**config.mk**
```make
export PLATFORM = sky130hd
export DESIGN_NAME = lcdm_drive_timing
export DESIGN_NICKNAME = d
export VERILOG_FILES = /design/src/core/lcdm_pkg.sv /design/src/core/lcdm_drive_timing.sv
export SDC_FILE = /design/constraint.sdc
export NUM_CORES = 1
export LEC_CHECK = 0
export BUFFER_PORTS_ARGS = -buffer_cell sky130_fd_sc_hd__buf_2
export CAP_MARGIN = 0
export CORE_MARGIN = 2
export CORE_UTILIZATION = 55
export CTS_CLUSTER_DIAMETER = 60
export DETAILED_ROUTE_END_ITERATION = 6
export HOLD_SLACK_MARGIN = 0.08
export PLACE_DENSITY = 0.92
export RECOVER_POWER = 100
export SYNTH_ARGS = -nofsm -noshare
export SYNTH_HDL_FRONTEND = slang
export SYNTH_SLANG_ARGS = --single-unit
```
**constraint.sdc**
```tcl
create_clock -name clock -period 8.7 [get_ports clock]
set_clock_uncertainty 0.2 [all_clocks]
set_input_delay 1.74 -clock clock [delete_from_list [all_inputs] [get_ports clock]]
set_output_delay 1.74 -clock clock [all_outputs]
set_load 0.02 [all_outputs]
```
**src/core/lcdm_pkg.sv**
```systemverilog
// Constants, types and helpers for the LCD multiplex drive timing block
package lcdm_pkg;
    // Drive configurations
    typedef enum logic [1:0] {
        MODE_STATIC = 2'h0,
        MODE_MUX2 = 2'h1,
        MODE_MUX3 = 2'h2,
        MODE_MUX4 = 2'h3
    } lcdm_mode_t;
    // Sizes
    localparam int SEG_N = 60;
    localparam int BP_N = 4;
    // Frame divider: working clock ticks per frame, per half frame
    localparam logic [4:0] FRAME_DIV = 5'h18;
    localparam logic [4:0] HALF_LEN = 5'h0C;
    // Working clock ticks per multiplex slot inside a half frame
    localparam logic [4:0] SLOT_MUX2 = 5'h06;
    localparam logic [4:0] SLOT_MUX3 = 5'h04;
    localparam logic [4:0] SLOT_MUX4 = 5'h03;
    // Working clock rate and system clock rate
    localparam int OSC_FREQ_HZ = 1536;
    localparam int CLK_FREQ_HZ = 50000000;
    localparam int OSC_HALF_CYC = CLK_FREQ_HZ / (2 * OSC_FREQ_HZ);
    // Bias denominators, 1 + a
    localparam logic [1:0] DEN_STATIC = 2'h1;
    localparam logic [1:0] DEN_HALF = 2'h2;
    localparam logic [1:0] DEN_THIRD = 2'h3;
    // Power-on drive configuration
    localparam lcdm_mode_t RST_MODE = MODE_MUX4;
    localparam logic RST_HALF_BIAS = 1'b0;
    localparam logic RST_DISPLAY_ON = 1'b0;
    // Programmed drive configuration
    typedef struct packed {
        lcdm_mode_t mode;
        logic halfBias;
        logic displayOn;
    } lcdm_cfg_t;
    // Panel drive: level k means k / biasDenom of the panel supply level
    typedef struct packed {
        logic [1:0] biasDenom;
        logic [BP_N-1:0][1:0] backplane_outputs;
        logic [SEG_N-1:0][1:0] segment_outputs;
    } lcdm_drive_t;
    // Multiplex slot from position inside a half frame
    function automatic logic [1:0] slotOf(input logic [4:0] pos, input lcdm_mode_t m);
        unique case (m)
            MODE_STATIC: slotOf = 2'h0;
            MODE_MUX2: slotOf = 2'(pos / SLOT_MUX2);
            MODE_MUX3: slotOf = 2'(pos / SLOT_MUX3);
            MODE_MUX4: slotOf = 2'(pos / SLOT_MUX4);
        endcase
    endfunction
    // Memory row that drives a backplane, duplicating in the lower modes
    function automatic logic [1:0] rowOf(input logic [1:0] bp, input lcdm_mode_t m);
        unique case (m)
            MODE_STATIC: rowOf = 2'h0;
            MODE_MUX2: rowOf = {1'b0, bp[0]};
            MODE_MUX3: rowOf = (bp == 2'h3) ? 2'h1 : bp;
            MODE_MUX4: rowOf = bp;
        endcase
    endfunction
endpackage

```
**src/core/lcdm_drive_timing.sv**
```systemverilog
// Clock selection, frame timing and drive level selection for a segment LCD
//
// Overview of operation
// - Outputs follow last programmed drive configuration
// - Static, 1:2, 1:3, 1:4 configurations supported
// - Two backplanes allow half or third bias
// - Half bias allowed with three, four backplanes
// - Bias fraction is one over one plus a
// - One working clock times all drive logic
// - Select strap low uses internal oscillator
// - Internal oscillator driven out on clock pin
// - Select strap high takes clock pin input
// - Cascade frames aligned through active-low sync
// - Frame rate is working clock over 24
// - Timing moves display memory to output stage
// - Holding register stable while waveforms generated
// - Sixty segment outputs, numbered 0 to 59
// - Segment level from slot and held bit
// - Reset: 1:4, third bias, display off
// - Rows multiplex onto backplanes, columns onto segments
// - Backplanes duplicated in lower multiplex modes
`timescale 1ns/1ps
module lcdm_drive_timing #(
    // System cycles per half period of the internal oscillator
    parameter int oscHalfCycles = lcdm_pkg::OSC_HALF_CYC
) (
    // Clock, reset, enable
    input wire logic clock,
    input wire logic nrst,
    input wire logic clkEn,
    // Oscillator select strap, low picks the internal oscillator
    input wire logic intOscSel,
    // Two-way working clock pin
    input wire logic clkPinIn,
    output logic clkPinOut,
    output logic clkPinOe,
    // Open-drain cascade sync pin, active low
    input wire logic syncPinIn_n,
    output logic syncPinOut_n,
    output logic syncPinOe,
    // Drive configuration from the command decoder
    input wire logic cfgWrite,
    input wire lcdm_pkg::lcdm_cfg_t cfgIn,
    // Display memory contents, column by row
    input wire logic [lcdm_pkg::SEG_N-1:0][3:0] ramData,
    // Panel drive levels
    output lcdm_pkg::lcdm_drive_t drive_r,
    // Frame start, one system cycle
    output logic frameStart
);
    import lcdm_pkg::*;

    // Strap state, safe default is not driving the clock pin
    logic strap_r;
    logic strapTaken_r;
    // Internal oscillator
    logic [15:0] oscCnt_r;
    logic oscLevel_r;
    logic oscTick;
    // External clock edge detect
    logic extPrev_r;
    logic extTick;
    // Working clock tick
    logic tick;
    // Frame divider
    logic [4:0] frameCnt_r;
    logic [4:0] frameCnt_nxt;
    logic syncRestart;
    // Configuration: programmed and in use
    lcdm_cfg_t cfg_r;
    lcdm_cfg_t act_r;
    // Display holding register
    logic [SEG_N-1:0][3:0] hold_r;
    // Combinational drive image
    lcdm_drive_t drive_nxt;

    // Catch the strap once after reset release
    always_ff @(posedge clock or negedge nrst) begin
        if (!nrst) begin
            strap_r <= 1'b1;
            strapTaken_r <= 1'b0;
        end else if (clkEn && !strapTaken_r) begin
            strap_r <= intOscSel;
            strapTaken_r <= 1'b1;
        end
    end

    // Internal oscillator, divided from the system clock
    always_ff @(posedge clock or negedge nrst) begin
        if (!nrst) begin
            oscCnt_r <= 16'h0000;
            oscLevel_r <= 1'b0;
        end else if (clkEn) begin
            if (oscCnt_r == 16'(oscHalfCycles - 1)) begin
                oscCnt_r <= 16'h0000;
                oscLevel_r <= !oscLevel_r;
            end else begin
                oscCnt_r <= oscCnt_r + 16'h0001;
            end
        end
    end

    // Rising edge of the internal oscillator
    assign oscTick = (oscCnt_r == 16'(oscHalfCycles - 1)) && !oscLevel_r;

    // Pin input is synchronous, so one register suffices for the edge
    always_ff @(posedge clock or negedge nrst) begin
        if (!nrst) begin
            extPrev_r <= 1'b0;
        end else if (clkEn) begin
            extPrev_r <= clkPinIn;
        end
    end
    assign extTick = clkPinIn && !extPrev_r;

    // Single working clock from the selected source
    assign tick = clkEn && strapTaken_r && (strap_r ? extTick : oscTick);

    // Clock pin drives only in internal mode
    assign clkPinOut = oscLevel_r;
    assign clkPinOe = strapTaken_r && !strap_r;

    // Sync pin pulled low through the first tick of every frame except one begun by a sync restart
    assign syncPinOut_n = 1'b0;
    assign syncPinOe = (frameCnt_r == 5'h00);

    // Another device holds sync low while we are mid-frame
    assign syncRestart = !syncPinIn_n && !syncPinOe;

    // Next divider value
    always_comb begin
        frameCnt_nxt = frameCnt_r;
        if (syncRestart) begin
            // Fall in behind the device that started its frame
            frameCnt_nxt = 5'h01;
        end else if (frameCnt_r == FRAME_DIV - 5'h01) begin
            frameCnt_nxt = 5'h00;
        end else begin
            frameCnt_nxt = frameCnt_r + 5'h01;
        end
    end

    // Free-running frame divider on the working clock
    always_ff @(posedge clock or negedge nrst) begin
        if (!nrst) begin
            frameCnt_r <= 5'h00;
        end else if (tick) begin
            frameCnt_r <= frameCnt_nxt;
        end
    end

    // A new frame begins on wrap or restart
    assign frameStart = tick && ((frameCnt_r == FRAME_DIV - 5'h01) || syncRestart);

    // Programmed configuration, latched from the command decoder
    always_ff @(posedge clock or negedge nrst) begin
        if (!nrst) begin
            cfg_r <= '{RST_MODE, RST_HALF_BIAS, RST_DISPLAY_ON};
        end else if (clkEn && cfgWrite) begin
            cfg_r <= cfgIn;
        end
    end

    // Configuration in use changes only between frames,
    // so a slot is never cut short by a mode change
    always_ff @(posedge clock or negedge nrst) begin
        if (!nrst) begin
            act_r <= '{RST_MODE, RST_HALF_BIAS, RST_DISPLAY_ON};
        end else if (frameStart) begin
            act_r <= cfg_r;
        end
    end

    // Display memory copied at frame start, held for the whole frame
    always_ff @(posedge clock or negedge nrst) begin
        if (!nrst) begin
            hold_r <= '0;
        end else if (frameStart) begin
            hold_r <= ramData;
        end
    end

    // Voltage selector: level per backplane and segment
    always_comb begin
        logic [4:0] pos;
        logic secondHalf;
        logic [1:0] slot;
        logic [1:0] den;
        logic [1:0] lv;
        logic isStatic;
        pos = frameCnt_r;
        secondHalf = 1'b0;
        slot = 2'h0;
        den = DEN_THIRD;
        lv = 2'h0;
        isStatic = (act_r.mode == MODE_STATIC);
        drive_nxt = '0;
        // Polarity flips each half frame to keep DC off the panel
        if (frameCnt_r >= HALF_LEN) begin
            pos = frameCnt_r - HALF_LEN;
            secondHalf = 1'b1;
        end
        slot = slotOf(pos, act_r.mode);
        // Denominator is one plus a, or one in static mode
        if (isStatic) begin
            den = DEN_STATIC;
        end else if (act_r.halfBias) begin
            den = DEN_HALF;
        end else begin
            den = DEN_THIRD;
        end
        drive_nxt.biasDenom = den;
        // Backplanes: selected at full level, others at the first step
        for (int b = 0; b < BP_N; b++) begin
            lv = (rowOf(2'(b), act_r.mode) == slot) ? den : 2'h1;
            if (secondHalf) begin
                lv = den - lv;
            end
            if (!act_r.displayOn) begin
                lv = den;
            end
            drive_nxt.backplane_outputs[b] = lv;
        end
        // Segments: on opposes the backplane, off sits near it
        for (int s = 0; s < SEG_N; s++) begin
            if (hold_r[s][slot]) begin
                lv = 2'h0;
            end else begin
                lv = isStatic ? den : den - 2'h1;
            end
            if (secondHalf) begin
                lv = den - lv;
            end
            if (!act_r.displayOn) begin
                lv = den;
            end
            drive_nxt.segment_outputs[s] = lv;
        end
    end

    // Drive levels registered so the pins never glitch
    always_ff @(posedge clock or negedge nrst) begin
        if (!nrst) begin
            drive_r.biasDenom <= DEN_THIRD;
            drive_r.backplane_outputs <= {BP_N{DEN_THIRD}};
            drive_r.segment_outputs <= {SEG_N{DEN_THIRD}};
        end else if (clkEn) begin
            drive_r <= drive_nxt;
        end
    end

    // Divider never leaves its 24-tick range
    property p_frameWrap;
        @(posedge clock) disable iff (!nrst)
        tick && !syncRestart && frameCnt_r == FRAME_DIV - 5'h01 |=> frameCnt_r == 5'h00 && hold_r == $past(ramData);
    endproperty
    a_frameWrap: assert property (p_frameWrap) else $error("frame divider did not wrap at 24");

    // Sync from another device restarts the divider
    property p_syncAlign;
        @(posedge clock) disable iff (!nrst)
        tick && !syncPinIn_n && !syncPinOe |=> frameCnt_r == 5'h01;
    endproperty
    a_syncAlign: assert property (p_syncAlign) else $error("divider ignored cascade sync");

    // Internal mode drives the clock pin
    property p_clkDriven;
        @(posedge clock) disable iff (!nrst)
        strapTaken_r && !strap_r |-> clkPinOe && clkPinOut == oscLevel_r;
    endproperty
    a_clkDriven: assert property (p_clkDriven) else $error("internal clock not driven out");

    // External mode leaves the clock pin to the outside
    property p_clkInput;
        @(posedge clock) disable iff (!nrst)
        strap_r |-> !clkPinOe;
    endproperty
    a_clkInput: assert property (p_clkInput) else $error("clock pin driven in external mode");

    // Holding register changes only at a frame start
    property p_holdStable;
        @(posedge clock) disable iff (!nrst)
        !frameStart |=> $stable(hold_r);
    endproperty
    a_holdStable: assert property (p_holdStable) else $error("display data changed mid-frame");

    // Three-backplane mode copies backplane 1 onto 3
    property p_dupMux3;
        @(posedge clock) disable iff (!nrst)
        clkEn && act_r.mode == MODE_MUX3 |=>
            drive_r.backplane_outputs[3] == drive_r.backplane_outputs[1];
    endproperty
    a_dupMux3: assert property (p_dupMux3) else $error("backplane 3 differs from 1");

    // Two-backplane mode pairs 0 with 2 and 1 with 3
    property p_dupMux2;
        @(posedge clock) disable iff (!nrst)
        clkEn && act_r.mode == MODE_MUX2 |=>
            drive_r.backplane_outputs[2] == drive_r.backplane_outputs[0] &&
            drive_r.backplane_outputs[3] == drive_r.backplane_outputs[1];
    endproperty
    a_dupMux2: assert property (p_dupMux2) else $error("duplex backplanes not paired");

    // Half bias gives denominator two when multiplexed
    property p_biasDen;
        @(posedge clock) disable iff (!nrst)
        clkEn && act_r.mode != MODE_STATIC && act_r.halfBias |=> drive_r.biasDenom == 2'h2;
    endproperty
    a_biasDen: assert property (p_biasDen) else $error("half bias denominator wrong");

    // Disabled display holds every pin at the panel supply level
    property p_blankOff;
        @(posedge clock) disable iff (!nrst)
        clkEn && !act_r.displayOn |=>
            drive_r.backplane_outputs[0] == drive_r.biasDenom &&
            drive_r.segment_outputs[59] == drive_r.biasDenom;
    endproperty
    a_blankOff: assert property (p_blankOff) else $error("disabled display not at supply");
endmodule

```
==> impl_metrics.csv, run 1 <==
group,metric,value,unit
power,p_sw_share,41.0,%
place,pre_cts_ws,1.48,ns
sta,finalSetupViolCount,0,
power,p_per_area,476,mW/mm^2
cts,clock_latency,0.58,ns
status,outcome,"finished with violations",
synth,yosys-top-cells-area,"dfrtp_1, dfstp_2, mux2_2",
power,p_clk_share,16.6,%
setup_path,r2r-start,"frameCnt_r[1]$_DFFE_PN0P_",
cts,cts_hold_buf,0,
finish,fin_area,0.0233,sq mm
grt,grt_pass1_vias,15100,
synth,syn_area,0.0198,sq mm
floorplan,start_util,55.7,%
setup_path,cp_max_fo,70,
synth,syn_nets,1835,
cts,cts_resized,0,
setup_path,crit_chain,"clkbuf_1 > and3_1 > o21a_1 > clkbuf_1",
power,p_comb_share,52.4,%
sta,fin_tns_setup,0,ns
setup_path,slowest_delay,2.35,ns
finish,fin_nets,2174,
sta,max_freq,127,MHz
grt,grt_max_degree,159,
sta,max_slew_margin,-207,%
place,place_area,0.0221,sq mm
power,switchingPower,4.54,mW
sta,fin_crit_sh,90.4,%
place,place.gp.congestion,0.874,
cts,htree_levels,2,
sta,drv_slew,648,
cts,clock_path_buffers,3,
worst_hold_path,hp-class,"flop to flop",
setup_path,crit_start,"clkEn",
status,violations,"max-capacitance violations, max-slew violations",
sta,fin_crit,7.87,ns
synth,synth_top_area_cell,"dfrtp_1",
power,seq_power_share,31.0,%
finish,multiInputGateArea,0.00896,sq mm
finish,final_cell_mix,"mux2i_1, dfrtp_1, mux2_2, buf_2, clkbuf_1",
cts,post_cts_buffers,0,
finish,drive_gt1_share,38.4,%
synth,synth.distinct_cells,70,
worst_hold_path,min_from,"oscCnt_r[15]$_DFFE_PN0P_",
sta,max_slew.worst_pin.slew,4.61,ns
floorplan,fp.coreArea,0.0356,sq mm
power,total_power,11.1,mW
synth,async_reset_ff_share,100,%
power,max-vdd-ir-drop,0.552,mV
grt,grt_pass1_wl,82900,microns
sta,hold_viol_final,0,
finish,n_fill_cell,2574,
floorplan,pin_count,386,
floorplan,dieWidth,194,microns
synth,synth_edf_count,0,
setup_path,startpoint_type,"input port",
cts,path_clk_slew,0.06,ns
finish,final_common_cell,"mux2i_1",
grt,overflow,0,
routing,wl_per_cell,21.6,microns
floorplan,die_area,0.0376,sq mm
finish,seq_area,0.0103,sq mm
finish,area_delta_synth_final,17.5,%
setup_path,crit_slowest_cell,"clkbuf_1",
sta,setup_slack,0.831,ns
place,io_buffers,384,
place,dpl.hpwl,33500,microns
routing,vias,14300,
routing,via_per_inst,5.92,
finish,post-route-util,65.4,%
setup_path,required,6.76,ns
setup_path,arrival,5.93,ns
power,p_leak,10.3,nW
synth,synth_seq_cells,403,
synth,syn_inst,1570,
synth,synth_top_area_share,33.8,%
routing,wl,52200,microns
synth,synth_flop_cell,"dfrtp_1",
setup_path,endpoint_kind,"output pin",
routing,firstDrtPassIters,5,
synth,seq_area_frac_synth,51.7,%
setup_path,crit_type,"input port to output pin",
grt,grtUsageTotal,27.5,%
power,intPower,6.53,mW
floorplan,die_h,194,microns
routing,drc,0,
routing,drt_iter0_drc,754,
cts,numCtsBuffers,44,
cts,cts_root_buf,"clkbuf_16",
sta,rsz0062_at_grt,"no",
synth,syn_area_per_cell,12.6,sq um
cts,clock-sinks,403,
floorplan,rows,69,
grt,antenna_found_initial,19,
synth,ys_warn_count,0,
cts,cts_tree,"yes",
routing,ant_nets,0,
setup_path,crit_top_cell,"clkbuf_1",
job,maxCapViolCount,6,
==> power groups by stage <==
stage	clock (mW)	sequential, mW	combinational, mW
final	1.84	3.43	5.81
after global routing	1.95	3.53	6.19
after CTS	1.88	3.42	6.06
after detailed placement	0	3.42	6.01
after global placement	0	3.37	5.79
after floorplan	0	3.66	4.29
==> sequential cells by signal (all words and copies together), names as in the netlist <==
register      flops
cfg_r             4
hold_r          240
extPrev_r         1
act_r             4
oscCnt_r         16
drive_r         130
clkPinOut         1
frameCnt_r        5
strap_r           1
strapTaken_r      1
==> cells in the mapped netlist (all sizes together) (5+ instances only) <==
master,n
dfstp,135
buf,61
nand2b,5
ha,14
clkbuf,50
o21a,63
nor2,93
mux2,307
nand2,39
nor2b,5
o21ai,34
xor2,7
nand3,16
a21oi,74
a31oi,19
nand4,6
mux2i,276
inv,21
o22ai,7
xnor2,9
dfrtp,268
==> worst max-delay path, delay by kind of cell <==
kind / cells / cell delay, ns
AOI/OAI and AO/OA: 1 / 0.88
buffers and inverters: 2 / 2.68
and+or+nand+nor: 1 / 0.62
==> final timing paths <==
| path | to | slack, ns | cells after the start |
|---|---|---|---|
| worst max-delay path | frameStart | 0.83 | 4 |
| worst min-delay path | oscCnt_r[15]$_DFFE_PN0P_ | 0.27 | 1 |
| worst max register to register | drive_r[92]$_DFFE_PN1P_ | 1.06 | 27 |
| worst min register to register | oscCnt_r[15]$_DFFE_PN0P_ | 0.27 | 1 |
| max in group asynchronous | hold_r[112]$_DFFE_PN0P_ | 1.52 | 2 |
| min in group asynchronous | frameCnt_r[0]$_DFFE_PN0P_ | 2.61 | 1 |
==> metal layers <==
layer	track usage, %	share of wire [%]	routed length, microns
met1	33.8	39	20400
met3	7.34	7.6	3950
met4	14.4	4.6	2400
met5	0	0.14	73
met2	44.7	49	25400
==> per-stage QoR <==
stage	instances	hold slack, ns
after global routing	2416	0.298
after CTS	2405	0.275
after global placement	2324	0.258
after floorplan	1570	0.238
after detailed placement	2324	0.259
final	2418	0.270
==> cell type report <==
type                            instances  share of cell area [%]
Tap cell                              461                    2.48
Antenna cell                           13                   0.140
Sequential cell                       403                    44.0
Timing Repair Buffer                  404                    8.37
Inverter                               21                   0.339
Clock buffer                           65                    5.50
Clock inverter                         16                   0.645
Multi-Input combinational cell       1035                    38.5
==> logic make-up after synthesis <==
| group | share of synthesized area (%) |
|---|---|
| mux | 31.5 |
| flops | 51.7 |
| buf+inv | 3.14 |
| fa+ha+maj | 0.884 |
| other cells | 0.0189 |
| compound gates | 7.54 |
| xor+xnor | 0.707 |
| simple gates | 4.44 |
(Power assumes the default switching activity.)
==> inputs of run 2 (changes only) <==
--- a/config.mk
+++ b/config.mk
@@ -8,11 +8,11 @@
 export BUFFER_PORTS_ARGS = -buffer_cell sky130_fd_sc_hd__buf_2
 export CAP_MARGIN = 0
 export CORE_MARGIN = 2
-export CORE_UTILIZATION = 55
+export CORE_UTILIZATION = 56
 export CTS_CLUSTER_DIAMETER = 60
 export DETAILED_ROUTE_END_ITERATION = 6
 export HOLD_SLACK_MARGIN = 0.08
-export PLACE_DENSITY = 0.92
+export PLACE_DENSITY = 0.93
 export RECOVER_POWER = 100
 export SYNTH_ARGS = -nofsm -noshare
 export SYNTH_HDL_FRONTEND = slang
==> constraint.sdc (replaced) <==
create_clock -name clock -period 8.1 [get_ports clock]
set_clock_uncertainty 0.2 [all_clocks]
set_input_delay 1.62 -clock clock [delete_from_list [all_inputs] [get_ports clock]]
set_output_delay 1.62 -clock clock [all_outputs]
set_load 0.02 [all_outputs]
==> run 2 against run 1 <==
Against the previous run: the flow still finishes with violations (max-capacitance violations, max-slew violations); first-iteration DRC count up 19%; non-clock buffer count up 1; worst hold slack better by 0.0048 ns; register-to-register slack worse by 0.39 ns; die area down 1.7%.
==> impl_metrics.csv, run 2 (synthesis gave the netlist of run 1 again) <==
group,metric,value,unit
grt,grt_pass1_wl,84800,microns
finish,fin_area,0.0233,sq mm
job,maxCapViolCount,7,
power,p_per_area,515,mW/mm^2
place,place.gp.congestion,0.856,
routing,wl,54300,microns
sta,hold_viol_final,0,
finish,drive_gt1_share,38.3,%
power,p_comb_share,52.0,%
cts,numCtsBuffers,44,
finish,largest_register_ffs,240,
status,violations,"max-capacitance violations, max-slew violations",
status,outcome,"finished with violations",
setup_path,r2r-start,"frameCnt_r[1]$_DFFE_PN0P_",
finish,area_delta_synth_final,17.7,%
place,dpl.hpwl,34500,microns
grt,grtUsageTotal,29.5,%
place,io_buffers,384,
sta,finalSetupViolCount,0,
setup_path,reg2reg_setup_slack,0.67,ns
setup_path,crit_type,"input port to output pin",
worst_hold_path,min_from,"oscCnt_r[15]$_DFFE_PN0P_",
grt,grt_pass1_vias,15600,
finish,largestRegisters,"hold_r: 240 flops, drive_r: 130 flops, oscCnt_r: 16 flops",
finish,stdcell_count,2413,
setup_path,arrival,5.62,ns
power,switchingPower,4.97,mW
setup_path,startpoint_type,"input port",
setup_path,endpoint_kind,"output pin",
floorplan,start_util,57.1,%
grt,antenna_found_initial,17,
sta,max_slew_margin,-239,%
cts,htree_levels,2,
routing,wl_per_cell,22.5,microns
setup_path,r2r_cells,27,
cts,cts_root_buf,"clkbuf_16",
routing,via_per_inst,6.01,
cts,cts_tree,"yes",
routing,ant_nets,0,
sta,fin_crit,7.44,ns
grt,grt_max_degree,171,
cts,cts_hold_buf,0,
sta,fin_crit_sh,91.9,%
sta,max_freq,134,MHz
power,total_power,12.0,mW
power,seq_power_share,30.8,%
sta,drv_slew,440,
setup_path,cp_max_fo,46,
finish,fin_nets,2175,
finish,final_common_cell,"mux2i_1",
power,max-vdd-ir-drop,0.682,mV
floorplan,rows,68,
sta,max_slew.worst_pin.slew,5.08,ns
floorplan,dieWidth,192,microns
sta,fin_tns_setup,0,ns
finish,top_register,"hold_r",
worst_hold_path,whs_path_depth,1,
floorplan,die_area,0.0369,sq mm
sta,setup_slack,0.656,ns
cts,post_cts_buffers,0,
cts,path_clk_slew,0.06,ns
power,p_sw_share,41.4,%
floorplan,fp.coreArea,0.0347,sq mm
cts,clock-sinks,403,
sta,rsz0062_at_grt,"no",
power,intPower,7.05,mW
power,p_clk_share,17.2,%
setup_path,required,6.28,ns
floorplan,die_h,192,microns
cts,clock_latency,0.58,ns
power,p_leak,10.3,nW
cts,clock_path_buffers,3,
place,pre_cts_ws,0.990,ns
setup_path,reg2reg_to,"drive_r[37]$_DFFE_PN1P_",
cts,cts_resized,0,
place,placed_cells,2319,
place,place_area,0.0221,sq mm
floorplan,pin_count,386,
routing,firstDrtPassIters,6,
worst_hold_path,hp-class,"flop to flop",
grt,overflow,0,
routing,drt_iter0_drc,894,
routing,vias,14500,
routing,drc,0,
worst_hold_path,hold_path_end,"oscCnt_r[15]$_DFFE_PN0P_",
finish,final_cell_mix,"mux2i_1, dfrtp_1, mux2_2, buf_2, clkbuf_1",
run 2: cell types whose count changed in the layout (fill, tap and decap cells not counted), moves of 2 or more:
cell	delta
o21ai_1	-2
bufinv_16	+4
clkinv_4	+2
mux2_2	-2
o21ai_0	+2
clkbuf_4	-2
mux2_1	+2
clkbuf_8	-4
run 2: worst max path at each step:
stage,start,end,slack (ns),depth (start not counted)
final,clkEn,frameStart,0.66,4
after global routing,frameCnt_r[1]$_DFFE_PN0P_,drive_r[37]$_DFFE_PN1P_,0.23,27
after CTS,frameCnt_r[2]$_DFFE_PN0P_,drive_r[58]$_DFFE_PN1P_,0.93,26
after detailed placement,frameCnt_r[2]$_DFFE_PN0P_,drive_r[60]$_DFFE_PN1P_,0.99,26
after global placement,frameCnt_r[2]$_DFFE_PN0P_,drive_r[2]$_DFFE_PN1P_,1.40,26
after floorplan,frameCnt_r[2]$_DFFE_PN0P_,drive_r[11]$_DFFE_PN1P_,2.11,30
run 2: final cells by class:
class	instances	area (sq um)
fill	2426	11400
clock inverter	21	265
inverter	21	78.8
sequential	403	10300
timing repair buffer	405	1950
tap	455	569
antenna	13	32.5
clock buffer	60	1220
multi-input combinational	1035	8960
run 2: stage by stage:
step	utilization (%)	hold slack, ns
finish	67.2	0.275
global route	67.2	0.295
CTS	67.8	0.269
detailed placement	63.5	0.259
global placement	63.5	0.256
floorplan	-	0.238
run 2: layer usage:
| layer | vias to the layer above | track usage (%) | wire length, microns |
|---|---|---|---|
| met5 | - | 0 | 35 |
| met4 | 6 | 17.4 | 3290 |
| met3 | 212 | 7.09 | 4190 |
| met2 | 679 | 49.1 | 26500 |
| met1 | 7265 | 34.8 | 20300 |
| li1 | 6344 | - | - |
run 2: critical path, stage by stage:
cell and delay, ns:
clkbuf_1 1.53, and3_1 0.57, o21a_1 1.57, clkbuf_1 0.33
run 2: power by group through the flow:
stage               Clock, mW  Sequential, mW  Combinational, mW
global placement            0            3.61               6.17
detailed placement          0            3.68               6.41
finish                   2.07            3.70               6.25
CTS                      2.09            3.68               6.51
global route             2.17            3.79               6.66
floorplan                   0            3.93               4.61
